===== config.mk =====
export PLATFORM = sky130hd
export DESIGN_NAME = smd_top
export DESIGN_NICKNAME = d
export VERILOG_FILES = /design/src/shared/smd_pkg.sv /design/src/logic/smd_top.sv
export SDC_FILE = /design/constraint.sdc
export NUM_CORES = 1
export LEC_CHECK = 0
export BUFFER_PORTS_ARGS = -buffer_cell sky130_fd_sc_hd__buf_2
export CORE_AREA = 3 3 119 121
export CTS_CLUSTER_SIZE = 20
export DETAILED_ROUTE_END_ITERATION = 16
export DIE_AREA = 0 0 122 124
export PLACE_DENSITY = 0.69
export RECOVER_POWER = 25
export SYNTH_ARGS = -nofsm -noshare
export SYNTH_HDL_FRONTEND = slang
export SYNTH_SLANG_ARGS = --single-unit

===== constraint.sdc =====
create_clock -name core_clk -period 5 [get_ports core_clk]
set_input_delay 0.25 -clock core_clk [delete_from_list [all_inputs] [get_ports core_clk]]
set_output_delay 0.25 -clock core_clk [all_outputs]
set_load 0.02 [all_outputs]

===== src/shared/smd_pkg.sv =====
// package of the sequential multiplier/divider: register map, field layout,
// reset values, timing counts, state encoding and bus carrier types.
// assumes a 32-bit apb slave port with byte strobes and a 20-bit byte address.
`default_nettype none
package smd_pkg;

    localparam int unsigned ADDR_W   = 20;
    localparam int unsigned DATA_W   = 32;
    localparam int unsigned STRB_W   = 4;
    localparam int unsigned IDX_W    = 16;

    // register indices; byte address is four times the index
    localparam logic [IDX_W-1:0] IDX_REMAINDER_RESULT = 16'hFF60;
    localparam logic [IDX_W-1:0] IDX_OPERAND_A_LOW    = 16'hFF62;
    localparam logic [IDX_W-1:0] IDX_OPERAND_A_HIGH   = 16'hFF64;
    localparam logic [IDX_W-1:0] IDX_OPERAND_B        = 16'hFF66;
    localparam logic [IDX_W-1:0] IDX_ARITH_CONTROL    = 16'hFF68;

    // arith_control fields
    localparam int unsigned CTRL_START_BIT = 7;
    localparam int unsigned CTRL_MODE_BIT  = 0;

    // reset values
    localparam logic [15:0] RESET_HALF = 16'h0000;
    localparam logic [7:0]  RESET_CTRL = 8'h00;
    localparam logic        RESET_MODE = 1'b0;

    // operation lengths in peripheral clock cycles
    localparam int unsigned MUL_CYCLES = 16;
    localparam int unsigned DIV_CYCLES = 32;
    localparam int unsigned CNT_W      = 5;
    localparam logic [CNT_W-1:0] MUL_LAST = CNT_W'(MUL_CYCLES - 1);
    localparam logic [CNT_W-1:0] DIV_LAST = CNT_W'(DIV_CYCLES - 1);

    typedef enum logic [2:0] {
        SMD_IDLE   = 3'b001,
        SMD_RUN    = 3'b010,
        SMD_FINISH = 3'b100
    } smd_state_t;

    typedef struct packed {
        logic              psel;
        logic              penable;
        logic              pwrite;
        logic [ADDR_W-1:0] paddr;
        logic [DATA_W-1:0] pwdata;
        logic [STRB_W-1:0] pstrb;
    } smd_apb_req_t;

    typedef struct packed {
        logic              pready;
        logic [DATA_W-1:0] prdata;
        logic              pslverr;
    } smd_apb_rsp_t;

endpackage
`default_nettype wire

===== src/logic/smd_top.sv =====
// sequential 16x16 multiplier and 32/16 divider with apb register access.
// assumes apb master follows setup/access phasing; single clock, sync reset.
`timescale 1ns/10ps
`default_nettype none

// Behaviour
// RL1 - remainder holds zero after multiply, division remainder after divide
// RL2 - reset clears remainder, both operand a halves and operand b
// RL3 - reset clears control register: stopped, division mode
// RL4 - setting start clears the remainder at operation start
// RL5 - starting a multiplication clears operand a upper half
// RL6 - control bit 0 selects division (0) or multiplication (1)
// RL7 - control bit 7 starts; hardware clears it when finished
// RL8 - multiply operand a low by operand b into all of operand a
// RL9 - divide operand a by operand b: quotient to a, remainder separately
// RL10 - multiplication completes after exactly 16 clock cycles
// RL11 - division completes after exactly 32 clock cycles
// RL12 - operand a takes partial results every cycle while running
// RL13 - results stored first, then start bit cleared, then interrupt
// RL14 - clearing start while running aborts; results invalid
// RL15 - completion coinciding with clearing write keeps result and interrupt
// RL16 - software must not change operands or mode while running
// RL17 - software must not divide by a zero divisor
// RL18 - after abort software reloads operands and control before restarting
// RL19 - to multiply load a low and b, then write control 81h
// RL20 - to divide load a and b, then write control with start only
// RL21 - operands and remainder allow byte or halfword access; control bytewise
// RL22 - control bits 6 to 1 read zero and ignore writes
// RL23 - completion interrupt is one clock pulse per finished operation
module smd_top (
    input  wire logic                  core_clk,
    input  wire logic                  reset_n,
    input  wire smd_pkg::smd_apb_req_t apbReq,
    output var  smd_pkg::smd_apb_rsp_t apbRsp,
    output logic                       arithDoneIrq
);
    import smd_pkg::*;

    function automatic logic regHit(input logic [ADDR_W-1:0] addr, input logic [IDX_W-1:0] idx);
        regHit = (addr == {2'b00, idx, 2'b00});
    endfunction

    function automatic logic [15:0] mergeHalf(input logic [15:0] old, input logic [15:0] wdata,
                                              input logic [1:0] strb);
        mergeHalf = {strb[1] ? wdata[15:8] : old[15:8], strb[0] ? wdata[7:0] : old[7:0]};
    endfunction

    smd_state_t        stateReg;
    smd_state_t        stateNext;
    smd_apb_rsp_t      rspReg;
    logic [15:0]       remainderReg;
    logic [15:0]       operandALowReg;
    logic [15:0]       operandAHighReg;
    logic [15:0]       operandBReg;
    logic              startReg;
    logic              modeReg;
    logic              irqReg;
    logic              finishSeenReg;
    logic [CNT_W-1:0]  cntReg;

    logic              setupPhase;
    logic              busWrite;
    logic              wrCtrl;
    logic              startCmd;
    logic              clearCmd;
    logic              running;
    logic              lastStep;
    logic              launch;
    logic              abortOp;
    logic              wrALow;
    logic              wrAHigh;
    logic              wrB;
    logic [31:0]       operandA;
    logic [16:0]       mulSum;
    logic [16:0]       divTrial;
    logic              divFits;
    logic [16:0]       divDiff;
    logic [31:0]       readData;
    logic              readHit;

    assign setupPhase = apbReq.psel & ~apbReq.penable;
    assign busWrite   = apbReq.psel & apbReq.penable & apbReq.pwrite & rspReg.pready;
    assign wrCtrl     = busWrite & regHit(apbReq.paddr, IDX_ARITH_CONTROL) & apbReq.pstrb[0];
    assign wrALow     = busWrite & regHit(apbReq.paddr, IDX_OPERAND_A_LOW);
    assign wrAHigh    = busWrite & regHit(apbReq.paddr, IDX_OPERAND_A_HIGH);
    assign wrB        = busWrite & regHit(apbReq.paddr, IDX_OPERAND_B);
    assign startCmd   = wrCtrl & apbReq.pwdata[CTRL_START_BIT];
    assign clearCmd   = wrCtrl & ~apbReq.pwdata[CTRL_START_BIT];
    assign running    = (stateReg == SMD_RUN);
    assign lastStep   = (cntReg == (modeReg ? MUL_LAST : DIV_LAST)); // see RL10 see RL11
    assign launch     = startCmd & ~running;                         // see RL7
    assign abortOp    = running & clearCmd & ~lastStep;              // see RL14 see RL15
    assign operandA   = {operandAHighReg, operandALowReg};

    // multiply step: add b to upper half when lsb set, then shift right
    assign mulSum     = {1'b0, operandAHighReg} + (operandALowReg[0] ? {1'b0, operandBReg} : 17'h00000);
    // divide step: shift dividend msb into remainder, subtract when it fits
    assign divTrial   = {remainderReg, operandAHighReg[15]};
    assign divDiff    = divTrial - {1'b0, operandBReg};
    assign divFits    = (divTrial >= {1'b0, operandBReg});

    // operation sequencer
    always_comb begin
        stateNext = stateReg;
        unique case (stateReg)
            SMD_IDLE: begin
                if (launch) begin
                    stateNext = SMD_RUN;
                end
            end
            SMD_RUN: begin
                if (abortOp) begin
                    stateNext = SMD_IDLE;                            // see RL14
                end else if (lastStep) begin
                    stateNext = SMD_FINISH;                          // see RL13
                end
            end
            SMD_FINISH: begin
                stateNext = launch ? SMD_RUN : SMD_IDLE;
            end
            default: begin
                stateNext = SMD_IDLE;
            end
        endcase
    end

    always_ff @(posedge core_clk) begin
        if (!reset_n) begin
            stateReg <= SMD_IDLE;
        end else begin
            stateReg <= stateNext;
        end
    end

    // start bit mirrors the running state, cleared one cycle after results
    always_ff @(posedge core_clk) begin
        if (!reset_n) begin
            startReg <= RESET_CTRL[CTRL_START_BIT];                  // see RL3
        end else begin
            startReg <= (stateNext != SMD_IDLE);                     // see RL7 see RL13
        end
    end

    always_ff @(posedge core_clk) begin
        if (!reset_n) begin
            modeReg <= RESET_MODE;                                   // see RL3
        end else if (wrCtrl) begin
            modeReg <= apbReq.pwdata[CTRL_MODE_BIT];                 // see RL6 see RL21
        end
    end

    // completion pulse follows the cycle that clears the start bit
    always_ff @(posedge core_clk) begin
        if (!reset_n) begin
            finishSeenReg <= 1'b0;
        end else begin
            finishSeenReg <= (stateReg == SMD_FINISH);               // see RL13
        end
    end

    always_ff @(posedge core_clk) begin
        if (!reset_n) begin
            irqReg <= 1'b0;
        end else begin
            irqReg <= finishSeenReg;                                 // see RL13 see RL23 see RL15
        end
    end

    always_ff @(posedge core_clk) begin
        if (!reset_n) begin
            cntReg <= '0;
        end else if (launch) begin
            cntReg <= '0;
        end else if (running) begin
            cntReg <= cntReg + CNT_W'(1);
        end
    end

    // operand a: launch clearing, bus writes, then iteration
    always_ff @(posedge core_clk) begin
        if (!reset_n) begin
            operandAHighReg <= RESET_HALF;                           // see RL2
            operandALowReg  <= RESET_HALF;
        end else if (launch) begin
            if (apbReq.pwdata[CTRL_MODE_BIT]) begin
                operandAHighReg <= RESET_HALF;                       // see RL5
            end
        end else if (wrALow || wrAHigh) begin
            if (wrALow) begin
                operandALowReg <= mergeHalf(operandALowReg, apbReq.pwdata[15:0], apbReq.pstrb[1:0]); // see RL21
            end
            if (wrAHigh) begin
                operandAHighReg <= mergeHalf(operandAHighReg, apbReq.pwdata[15:0], apbReq.pstrb[1:0]);
            end
        end else if (running) begin
            if (modeReg) begin
                {operandAHighReg, operandALowReg} <= {mulSum, operandALowReg[15:1]};           // see RL8 see RL12
            end else begin
                {operandAHighReg, operandALowReg} <= {operandA[30:0], divFits};               // see RL9 see RL12
            end
        end
    end

    always_ff @(posedge core_clk) begin
        if (!reset_n) begin
            operandBReg <= RESET_HALF;                               // see RL2
        end else if (wrB) begin
            operandBReg <= mergeHalf(operandBReg, apbReq.pwdata[15:0], apbReq.pstrb[1:0]); // see RL21
        end
    end

    // remainder stays zero in multiply mode, tracks partial remainder in divide
    always_ff @(posedge core_clk) begin
        if (!reset_n) begin
            remainderReg <= RESET_HALF;                              // see RL2
        end else if (launch) begin
            remainderReg <= RESET_HALF;                              // see RL4
        end else if (running && !modeReg) begin
            remainderReg <= divFits ? divDiff[15:0] : divTrial[15:0]; // see RL1 see RL9
        end
    end

    // read mux
    always_comb begin
        readData = 32'h00000000;
        readHit  = 1'b1;
        if (regHit(apbReq.paddr, IDX_REMAINDER_RESULT)) begin
            readData = {16'h0000, remainderReg};
        end else if (regHit(apbReq.paddr, IDX_OPERAND_A_LOW)) begin
            readData = {16'h0000, operandALowReg};
        end else if (regHit(apbReq.paddr, IDX_OPERAND_A_HIGH)) begin
            readData = {16'h0000, operandAHighReg};
        end else if (regHit(apbReq.paddr, IDX_OPERAND_B)) begin
            readData = {16'h0000, operandBReg};
        end else if (regHit(apbReq.paddr, IDX_ARITH_CONTROL)) begin
            readData = {24'h000000, startReg, 6'b000000, modeReg};   // see RL22
        end else begin
            readHit = 1'b0;
        end
    end

    // apb answer: one wait-free access cycle after setup, all from flops
    always_ff @(posedge core_clk) begin
        if (!reset_n) begin
            rspReg <= '0;
        end else begin
            rspReg.pready  <= setupPhase;
            rspReg.prdata  <= (setupPhase && !apbReq.pwrite) ? readData : 32'h00000000;
            rspReg.pslverr <= setupPhase & ~readHit;
        end
    end

    assign apbRsp       = rspReg;
    assign arithDoneIrq = irqReg;

endmodule
`default_nettype wire


==> metrics, run 1 <==
combined global-route utilization of all metal layers=23.1%; Std-Cell Core Area=~13000 µm²; WL/cell=17.4 µm; start point of the worst min-delay path=apbReq[17]; Sequential cell area=about 1900 µm²; CP max-delay cell=sky130_fd_sc_hd__o22a_1; count of flip-flops with a built-in enable after synthesis=0; overall overflow remaining after global route=0; floorplan die width=122 µm; leakage power total=2.91 nW; DR vias/cell=roughly 6; root cell of the clock tree=sky130_fd_sc_hd__clkbuf_16; multi-input gate area in the final layout=4290 µm²; Critical Path Max Stage Delay=~0.74 ns; critical register-to-register path startpoint=operandBReg[1]$_SDFFE_PN0P_; cells after synthesis=778; total of warnings raised by yosys=0; antenna cell count=0; routability congestion estimate=0.924; layout cell share with drive strength beyond 1=11.9%; critical path data arrival time=~3.3 ns; number of distinct library cell variants in the gate-level netlist after synthesis=74; detailed-route DRC error count=0; terminus of the critical flop-to-flop path=remainderReg[13]$_SDFFE_PP0P_; Final Power=between 1.5 and 2 mW; clock transition at the registers of the reported paths=0.06 ns; sequential area share after synthesis=between 20% and 30%; layout-stage area growth over the synthesis result=9.15%; netlist area before placement=6550 µm²; total clock sinks=94; Final Worst Setup Slack=1.88 ns; Finished Layout Cells=997; violated checks=max-capacitance violations, max-slew violations; max-slew headroom at the worst pin=-25.8%; vias after detailed routing=5867; Synth async-reset ratio=0%; number of standard-cell rows in the floorplan=42; number of global-route vias before repair=5450; pin count of the biggest net entering global routing=51; hold path endpoint=operandBReg[13]$_SDFFE_PN0P_; Worst Setup Path Type=reg2reg; port bufs=about 60; Pwr per Cell Area=215 nW/µm²; maximum fanout encountered on the critical timing path=14; count of final hold-check violations=0; routed wire length=17.3 mm; area leader, netlist=sky130_fd_sc_hd__dfxtp_1; aggregate negative setup slack=0 ns; cell count after placement=about 1000; class of the tightest hold or removal check=in2reg; count of boundary I/O pins=96; IR Drop Worst-Case VDD=0.175 mV; antenna violations before repair=0; number of setup buffers added after CTS=0; final critical path time including I/O delays and setup=3.12 ns; unrepaired setup endpoints after global routing=no; pre-CTS setup slack=approximately 1.9 ns; CP Cell Sequence=inv_1, ha_1, nor2b_1, o2111ai_1, a21oi_2, o21bai_2, a311oi_4, o22a_1, mux2i_1, a21oi_1; antenna-violating nets left=0; data required time at the worst endpoint=5.23 ns; Longest Clk Path Bufs=2; Die Height=124 µm; final setup fails=0; TritonCTS buffer count=9; net count reported at finish=about 900; reported max-cap violation count=1; starting density of the core=49.6%; Layout Skew=around 0.0065 ns; Slew @ Worst Pin=1.89 ns; critical path endpoint category=register; Post-Syn Area per Cell=8.42 µm²; number of levels the H-tree was split into=3; first-pass GRT wire length=roughly 28 mm; clock latency of the later-clocked register in the worst-skew pair=0.35 ns; final max-slew violation count=51; TritonCTS clock tree=yes; number of buffers inserted by hold repair at cts=0; Initial DRC Count=475; maximum operating frequency=321 MHz; primary flip-flop cell chosen by synthesis mapping=sky130_fd_sc_hd__dfxtp_1; DP Wirelength=13.1 mm; number of cell instances on the worst register-to-register path=10; cell types with the largest area share after synthesis=sky130_fd_sc_hd__dfxtp_1 (29%), sky130_fd_sc_hd__ha_1 (6.3%), sky130_fd_sc_hd__mux2i_1 (6.3%), sky130_fd_sc_hd__mux4_2 (4.8%), sky130_fd_sc_hd__nand2_1 (4.0%); Filler cells=1255; result of the run=complete, but fails checks; Hold Path Depth=3; Gates resized, CTS repair=0; Setup crit start kind=register; FF-to-FF setup slack=roughly 1.9 ns; full die area=15100 µm²; drt first pass iters=5; fraction of the cycle the final worst path needs=62.3%; #FFs+latches synth=94; Synth top area share=roughly 29%
cells by family after synthesis:
| family | share of synthesized area, % |
|---|---|
| AND/OR/NAND/NOR | 21.9 |
| multiplexers | 11.1 |
| other | 0.0573 |
| XOR/XNOR | 4.01 |
| flip-flops | 28.7 |
| AO/OA/AOI/OAI | 20.7 |
| adder cells (fa/ha/maj) | 6.92 |
| buffers and inverters | 6.55 |
critical path: cells and delay by family (launching register included):
kind                     cells  cell delay, ns
flip-flops                   1            0.46
AO/OA/AOI/OAI                6            1.68
buffers and inverters        1            0.07
multiplexers                 1            0.29
AND/OR/NAND/NOR              1            0.18
adder cells (fa/ha/maj)      1            0.30
registers in the layout, indices dropped and copies added (netlist names):
register and cells:
cntReg 5, operandAHighReg 16, modeReg 1, stateReg 3, apbRsp 18, operandBReg 16, remainderReg 16, arithDoneIrq 1
startReg 1, operandALowReg 16, finishSeenReg 1
synth_stat cells (3+ instances only):
library cell                count
sky130_fd_sc_hd__nand2b_1       6
sky130_fd_sc_hd__nand2_1       70
sky130_fd_sc_hd__o22ai_1        6
sky130_fd_sc_hd__o21ai_1       17
sky130_fd_sc_hd__and2_1        19
sky130_fd_sc_hd__nor2b_1       37
sky130_fd_sc_hd__nor4_1         6
sky130_fd_sc_hd__and3_1         3
sky130_fd_sc_hd__xnor2_1       17
sky130_fd_sc_hd__a21boi_1      24
sky130_fd_sc_hd__o211ai_1       4
sky130_fd_sc_hd__o21a_1         7
sky130_fd_sc_hd__xor2_1        13
sky130_fd_sc_hd__a21o_1        13
sky130_fd_sc_hd__mux2i_1       41
sky130_fd_sc_hd__nor2_1        54
sky130_fd_sc_hd__nand3_1       21
sky130_fd_sc_hd__a31oi_1        5
sky130_fd_sc_hd__clkbuf_1      24
sky130_fd_sc_hd__o221ai_1       7
sky130_fd_sc_hd__buf_2          6
sky130_fd_sc_hd__buf_4         18
sky130_fd_sc_hd__o21ai_0       29
sky130_fd_sc_hd__a211o_1        7
sky130_fd_sc_hd__inv_1         34
sky130_fd_sc_hd__a211oi_1       5
sky130_fd_sc_hd__nand3b_1       3
sky130_fd_sc_hd__ha_1          33
sky130_fd_sc_hd__nor3_1        21
sky130_fd_sc_hd__nand4_1       10
sky130_fd_sc_hd__dfxtp_1       94
sky130_fd_sc_hd__o2111ai_1      3
sky130_fd_sc_hd__a21oi_1       50
sky130_fd_sc_hd__and4_1         3
sky130_fd_sc_hd__buf_1          3
sky130_fd_sc_hd__mux4_2        14
worst max path at each step:
stage                                    from  cells after the start                                to  slack (ns)
2_1_floorplan  operandALowReg[0]$_SDFFE_PN0P_                     13  operandAHighReg[14]$_SDFFE_PN0P_        2.55
4_1_cts           operandBReg[1]$_SDFFE_PN0P_                     10     remainderReg[13]$_SDFFE_PP0P_        1.86
5_1_grt        operandALowReg[0]$_SDFFE_PN0P_                     12  operandAHighReg[13]$_SDFFE_PN0P_        1.68
3_5_place_dp      operandBReg[1]$_SDFFE_PN0P_                     10     remainderReg[13]$_SDFFE_PP0P_        1.87
3_3_place_gp      operandBReg[1]$_SDFFE_PN0P_                     10     remainderReg[10]$_SDFFE_PP0P_        1.90
6_report          operandBReg[1]$_SDFFE_PN0P_                     10     remainderReg[13]$_SDFFE_PP0P_        1.88
placed cells by master (no fill, tap or decap), drive strengths merged, types with 21 or more instances in the layout:
| cell type | count |
|---|---|
| buf | 45 |
| clkbuf | 31 |
| nor3 | 21 |
| o21ai | 48 |
| nor2 | 56 |
| nand3 | 23 |
| nor2b | 37 |
| a21oi | 52 |
| inv | 34 |
| dfxtp | 94 |
| mux2i | 41 |
| ha | 33 |
| a21boi | 24 |
| nand2 | 72 |
routing by layer:
layer	up-vias	wire [µm]	global-route usage (%)
met1	2805	7810	31.3
met5	-	0	0
met4	0	234	6.02
met2	193	8260	39.1
li1	2849	-	-
met3	20	994	3.22
layout make-up:
class                           instances  area share [%]
Multi-Input combinational cell        611            60.1
Clock buffer                           11            3.54
Timing Repair Buffer                   65            4.34
Inverter                               35            1.84
Clock inverter                          5           0.805
Sequential cell                        94            26.3
Tap cell                              176            3.08
power breakdown:
part | switching, mW | internal (mW)
logic | 0.0510 | 0.0270
registers | 0.000312 | 0.749
clock network | 0.299 | 0.414
total | 0.350 | 1.19
metrics by stage:
step	utilization, %	hold WS [ns]	cell area [µm²]
after floorplan	-	0.401	6610
after global placement	52.0	0.421	6860
after detailed placement	52.0	0.423	6860
after CTS	54.4	0.162	7170
after global routing	54.2	0.171	7150
final	54.2	0.171	7150
Power figures use the tool's default switching activity.
==> run 2: changes to the inputs <==
--- a/config.mk
+++ b/config.mk
@@ -5,11 +5,12 @@
 export SDC_FILE = /design/constraint.sdc
 export NUM_CORES = 1
 export LEC_CHECK = 0
+export ABC_AREA = 1
 export BUFFER_PORTS_ARGS = -buffer_cell sky130_fd_sc_hd__buf_2
-export CORE_AREA = 3 3 119 121
+export CORE_AREA = 3 3 123 125
 export CTS_CLUSTER_SIZE = 20
 export DETAILED_ROUTE_END_ITERATION = 16
-export DIE_AREA = 0 0 122 124
+export DIE_AREA = 0 0 126 128
 export PLACE_DENSITY = 0.69
 export RECOVER_POWER = 25
 export SYNTH_ARGS = -nofsm -noshare
==> constraint.sdc (replaced) <==
create_clock -name core_clk -period 3.12 [get_ports core_clk]
set_input_delay 0.156 -clock core_clk [delete_from_list [all_inputs] [get_ports core_clk]]
set_output_delay 0.156 -clock core_clk [all_outputs]
set_load 0.02 [all_outputs]
==> metrics, run 2 <==
count of boundary I/O pins=96 (unchanged); ranking of synthesized cells by instance count=sky130_fd_sc_hd__nand2_1 (279), sky130_fd_sc_hd__inv_1 (177), sky130_fd_sc_hd__nor2_1 (111); first-pass GRT wire length=33.9 mm (+22%); Largest register FFs=18 (unchanged); sequential area share after synthesis=26.7% (-2.1 points); final design utilization=55.1% (+0.86 points); antenna cell count=0 (unchanged); starting density of the core=50.4% (+0.79 points); Gates resized, CTS repair=0 (unchanged); Finished Layout Cells=1379 (+38%); DR vias/cell=5.37 (-8.8%); antenna violations before repair=0 (unchanged); critical path endpoint category=register; TritonCTS clock tree=yes; most used cells in the layout excluding fill and tap cells=sky130_fd_sc_hd__nand2_1 (279), sky130_fd_sc_hd__inv_1 (177), sky130_fd_sc_hd__nor2_1 (111); number of levels the H-tree was split into=3 (unchanged); unrepaired setup endpoints after global routing=no; Die Height=128 µm (+3.2%); fraction of the cycle the final worst path needs=76.9% (+15 points); port bufs=61 (unchanged); layout cell share with drive strength beyond 1=8.51% (-3.4 points); primary flip-flop cell chosen by synthesis mapping=sky130_fd_sc_hd__dfxtp_1; final critical path time including I/O delays and setup=2.40 ns (-0.715 ns); Longest Clk Path Bufs=2 (unchanged); Worst Setup Path Type=reg2reg; CP max-delay cell=sky130_fd_sc_hd__dfxtp_1; max-slew headroom at the worst pin=53.0% (+79 points); overall overflow remaining after global route=0 (unchanged); final setup fails=0 (unchanged); clock latency of the later-clocked register in the worst-skew pair=0.35 ns (about the same); count of flip-flops with a built-in enable after synthesis=0 (unchanged); critical path startpoint=operandAHighReg[15]$_SDFFE_PN0P_; maximum fanout encountered on the critical timing path=4 (-10); cells after synthesis=1147 (+47%); netlist area before placement=7060 µm² (+7.7%); layout-stage area growth over the synthesis result=9.15% (about the same); reported max-cap violation count=0 (-1); number of buffers inserted by hold repair at cts=0 (unchanged); start point of the worst min-delay path=apbReq[57]; area leader, netlist=sky130_fd_sc_hd__dfxtp_1; Pwr per Cell Area=306 nW/µm² (+42%); number of distinct library cell variants in the gate-level netlist after synthesis=44 (-41%); count of final hold-check violations=0 (unchanged); Synth top area share=26.7% (-2.1 points); CP Cell Sequence=inv_1, ha_1, fa_1, o21ai_0, buf_4, nand2_1, nand2_1, a21oi_1, or2_2, nand3_1, nand3_1, a21oi_1; aggregate negative setup slack=0 ns (unchanged); #FFs+latches synth=94 (unchanged); total clock sinks=94 (unchanged); top-count cell post-synth=sky130_fd_sc_hd__nand2_1; cell count after placement=1363 (+39%); class of the tightest hold or removal check=in2reg; full die area=16100 µm² (+6.6%); TritonCTS buffer count=9 (unchanged); pin count of the biggest net entering global routing=42 (-18%); routability congestion estimate=0.906 (-2.0%); Layout Skew=0.00903 ns (+0.00255 ns); total of warnings raised by yosys=0 (unchanged); drt first pass iters=6 (+1); most frequent standard cell in the layout excluding fill and tap cells=sky130_fd_sc_hd__nand2_1; detailed-route DRC error count=0 (unchanged); Final Power=2.35 mW (+53%); critical path data arrival time=2.68 ns (-0.66 ns); net count reported at finish=1290 (+41%); antenna-violating nets left=0 (unchanged); routed wire length=21.1 mm (+22%); WL/cell=15.3 µm (-12%); number of setup buffers added after CTS=0 (unchanged); number of global-route vias before repair=6553 (+20%); summed area of non-filler cells in the final layout=7700 µm² (+7.7%); critical register-to-register path startpoint=operandAHighReg[15]$_SDFFE_PN0P_; Filler cells=1485 (+18%); data required time at the worst endpoint=3.40 ns (-1.83 ns); maximum operating frequency=417 MHz (+30%); Setup crit start kind=register; final max-slew violation count=0 (-100%); DP Wirelength=16.3 mm (+24%); number of standard-cell rows in the floorplan=43 (+2.4%); leakage power total=3.69 nW (+27%); IR Drop Worst-Case VDD=0.315 mV (+80%); combined global-route utilization of all metal layers=26.3% (+3.2 points); clock transition at the registers of the reported paths=0.07 ns (about the same); Post-Syn Area per Cell=6.15 µm² (-27%); floorplan die width=126 µm (+3.3%); root cell of the clock tree=sky130_fd_sc_hd__clkbuf_16; placed inst area=7450 µm² (+8.6%); Synth async-reset ratio=0% (unchanged); vias after detailed routing=7404 (+26%); Initial DRC Count=632 (+33%); result of the run=finished clean; Slew @ Worst Pin=0.704 ns (-1.18 ns); Critical Path Max Stage Delay=0.44 ns (-0.30 ns); cell types with the largest area share after synthesis=sky130_fd_sc_hd__dfxtp_1 (27%), sky130_fd_sc_hd__nand2_1 (15%), sky130_fd_sc_hd__inv_1 (9.4%), sky130_fd_sc_hd__nand3_1 (6.0%), sky130_fd_sc_hd__nor2_1 (5.9%); Std-Cell Core Area=14000 µm² (+6.1%)
## run 2: changes by cell type after synthesis, sizes merged, moves of 11 or more
cell,previous run,this run
o21ai,48,92
mux4,14,0
and2,19,2
a211oi,7,21
a21boi,24,1
nor2b,37,0
nand3,23,88
a21o,13,1
nor2,56,119
mux2i,41,0
nand2,72,285
a21oi,52,80
xnor2,17,6
inv,34,181
## run 2: cells by family after synthesis
| group | synth area share (%) |
|---|---|
| fa+ha+maj | 6.42 |
| xor+xnor | 2.36 |
| flops | 26.7 |
| compound gates | 18.4 |
| buf+inv | 13.8 |
| other cells | 0.0531 |
| simple gates | 32.3 |
## run 2: where the power goes
group | total [mW] | switching, mW | internal, mW
logic | 0.107 | 0.0771 | 0.0297
registers | 1.20 | 0.000309 | 1.20
clock network | 1.05 | 0.485 | 0.561
total | 2.35 | 0.562 | 1.79
## run 2: area by class of cell
type	count	area, µm²	area share [%]
multi-input cells	833	4260	55.3
flip-flops and latches	94	1880	24.4
inverters	181	679	8.82
repair buffers	75	382	4.96
clock buffers	11	243	3.15
well taps	180	225	2.92
clock inverters	5	35.0	0.455
## run 2: path summary, 6_finish.rpt
path              cells after the start                             to  slack (ns)
setup / recovery                     12  remainderReg[10]$_SDFFE_PP0P_        0.72
hold / removal                        2          apbRsp[33]$_SDFF_PN0_        0.05
setup reg to reg                     12  remainderReg[10]$_SDFFE_PP0P_        0.72
hold reg to reg                       2        arithDoneIrq$_SDFF_PN0_        0.43
## run 2: routing by layer
| metal | global-route usage (%) | vias up | wire, µm |
|---|---|---|---|
| li1 | - | 3771 | - |
| met1 | 35.7 | 3358 | 9500 |
| met2 | 42.6 | 233 | 9640 |
| met3 | 3.38 | 42 | 1320 |
| met4 | 10.2 | 0 | 584 |
| met5 | 0 | - | 0 |
## run 2: stage by stage
stage	worst slack, ns	hold slack [ns]
finish	0.720	0.0491
global route	0.465	0.0538
CTS	0.755	0.0341
detailed placement	0.717	0.408
global placement	0.774	0.398
floorplan	0.679	0.257
## run 2: worst max-delay path: cells and delay by family (launching register included)
family          cells  cell delay, ns
simple gates        5            0.59
fa+ha+maj           2            0.65
flops               1            0.44
compound gates      3            0.40
buf+inv             2            0.26
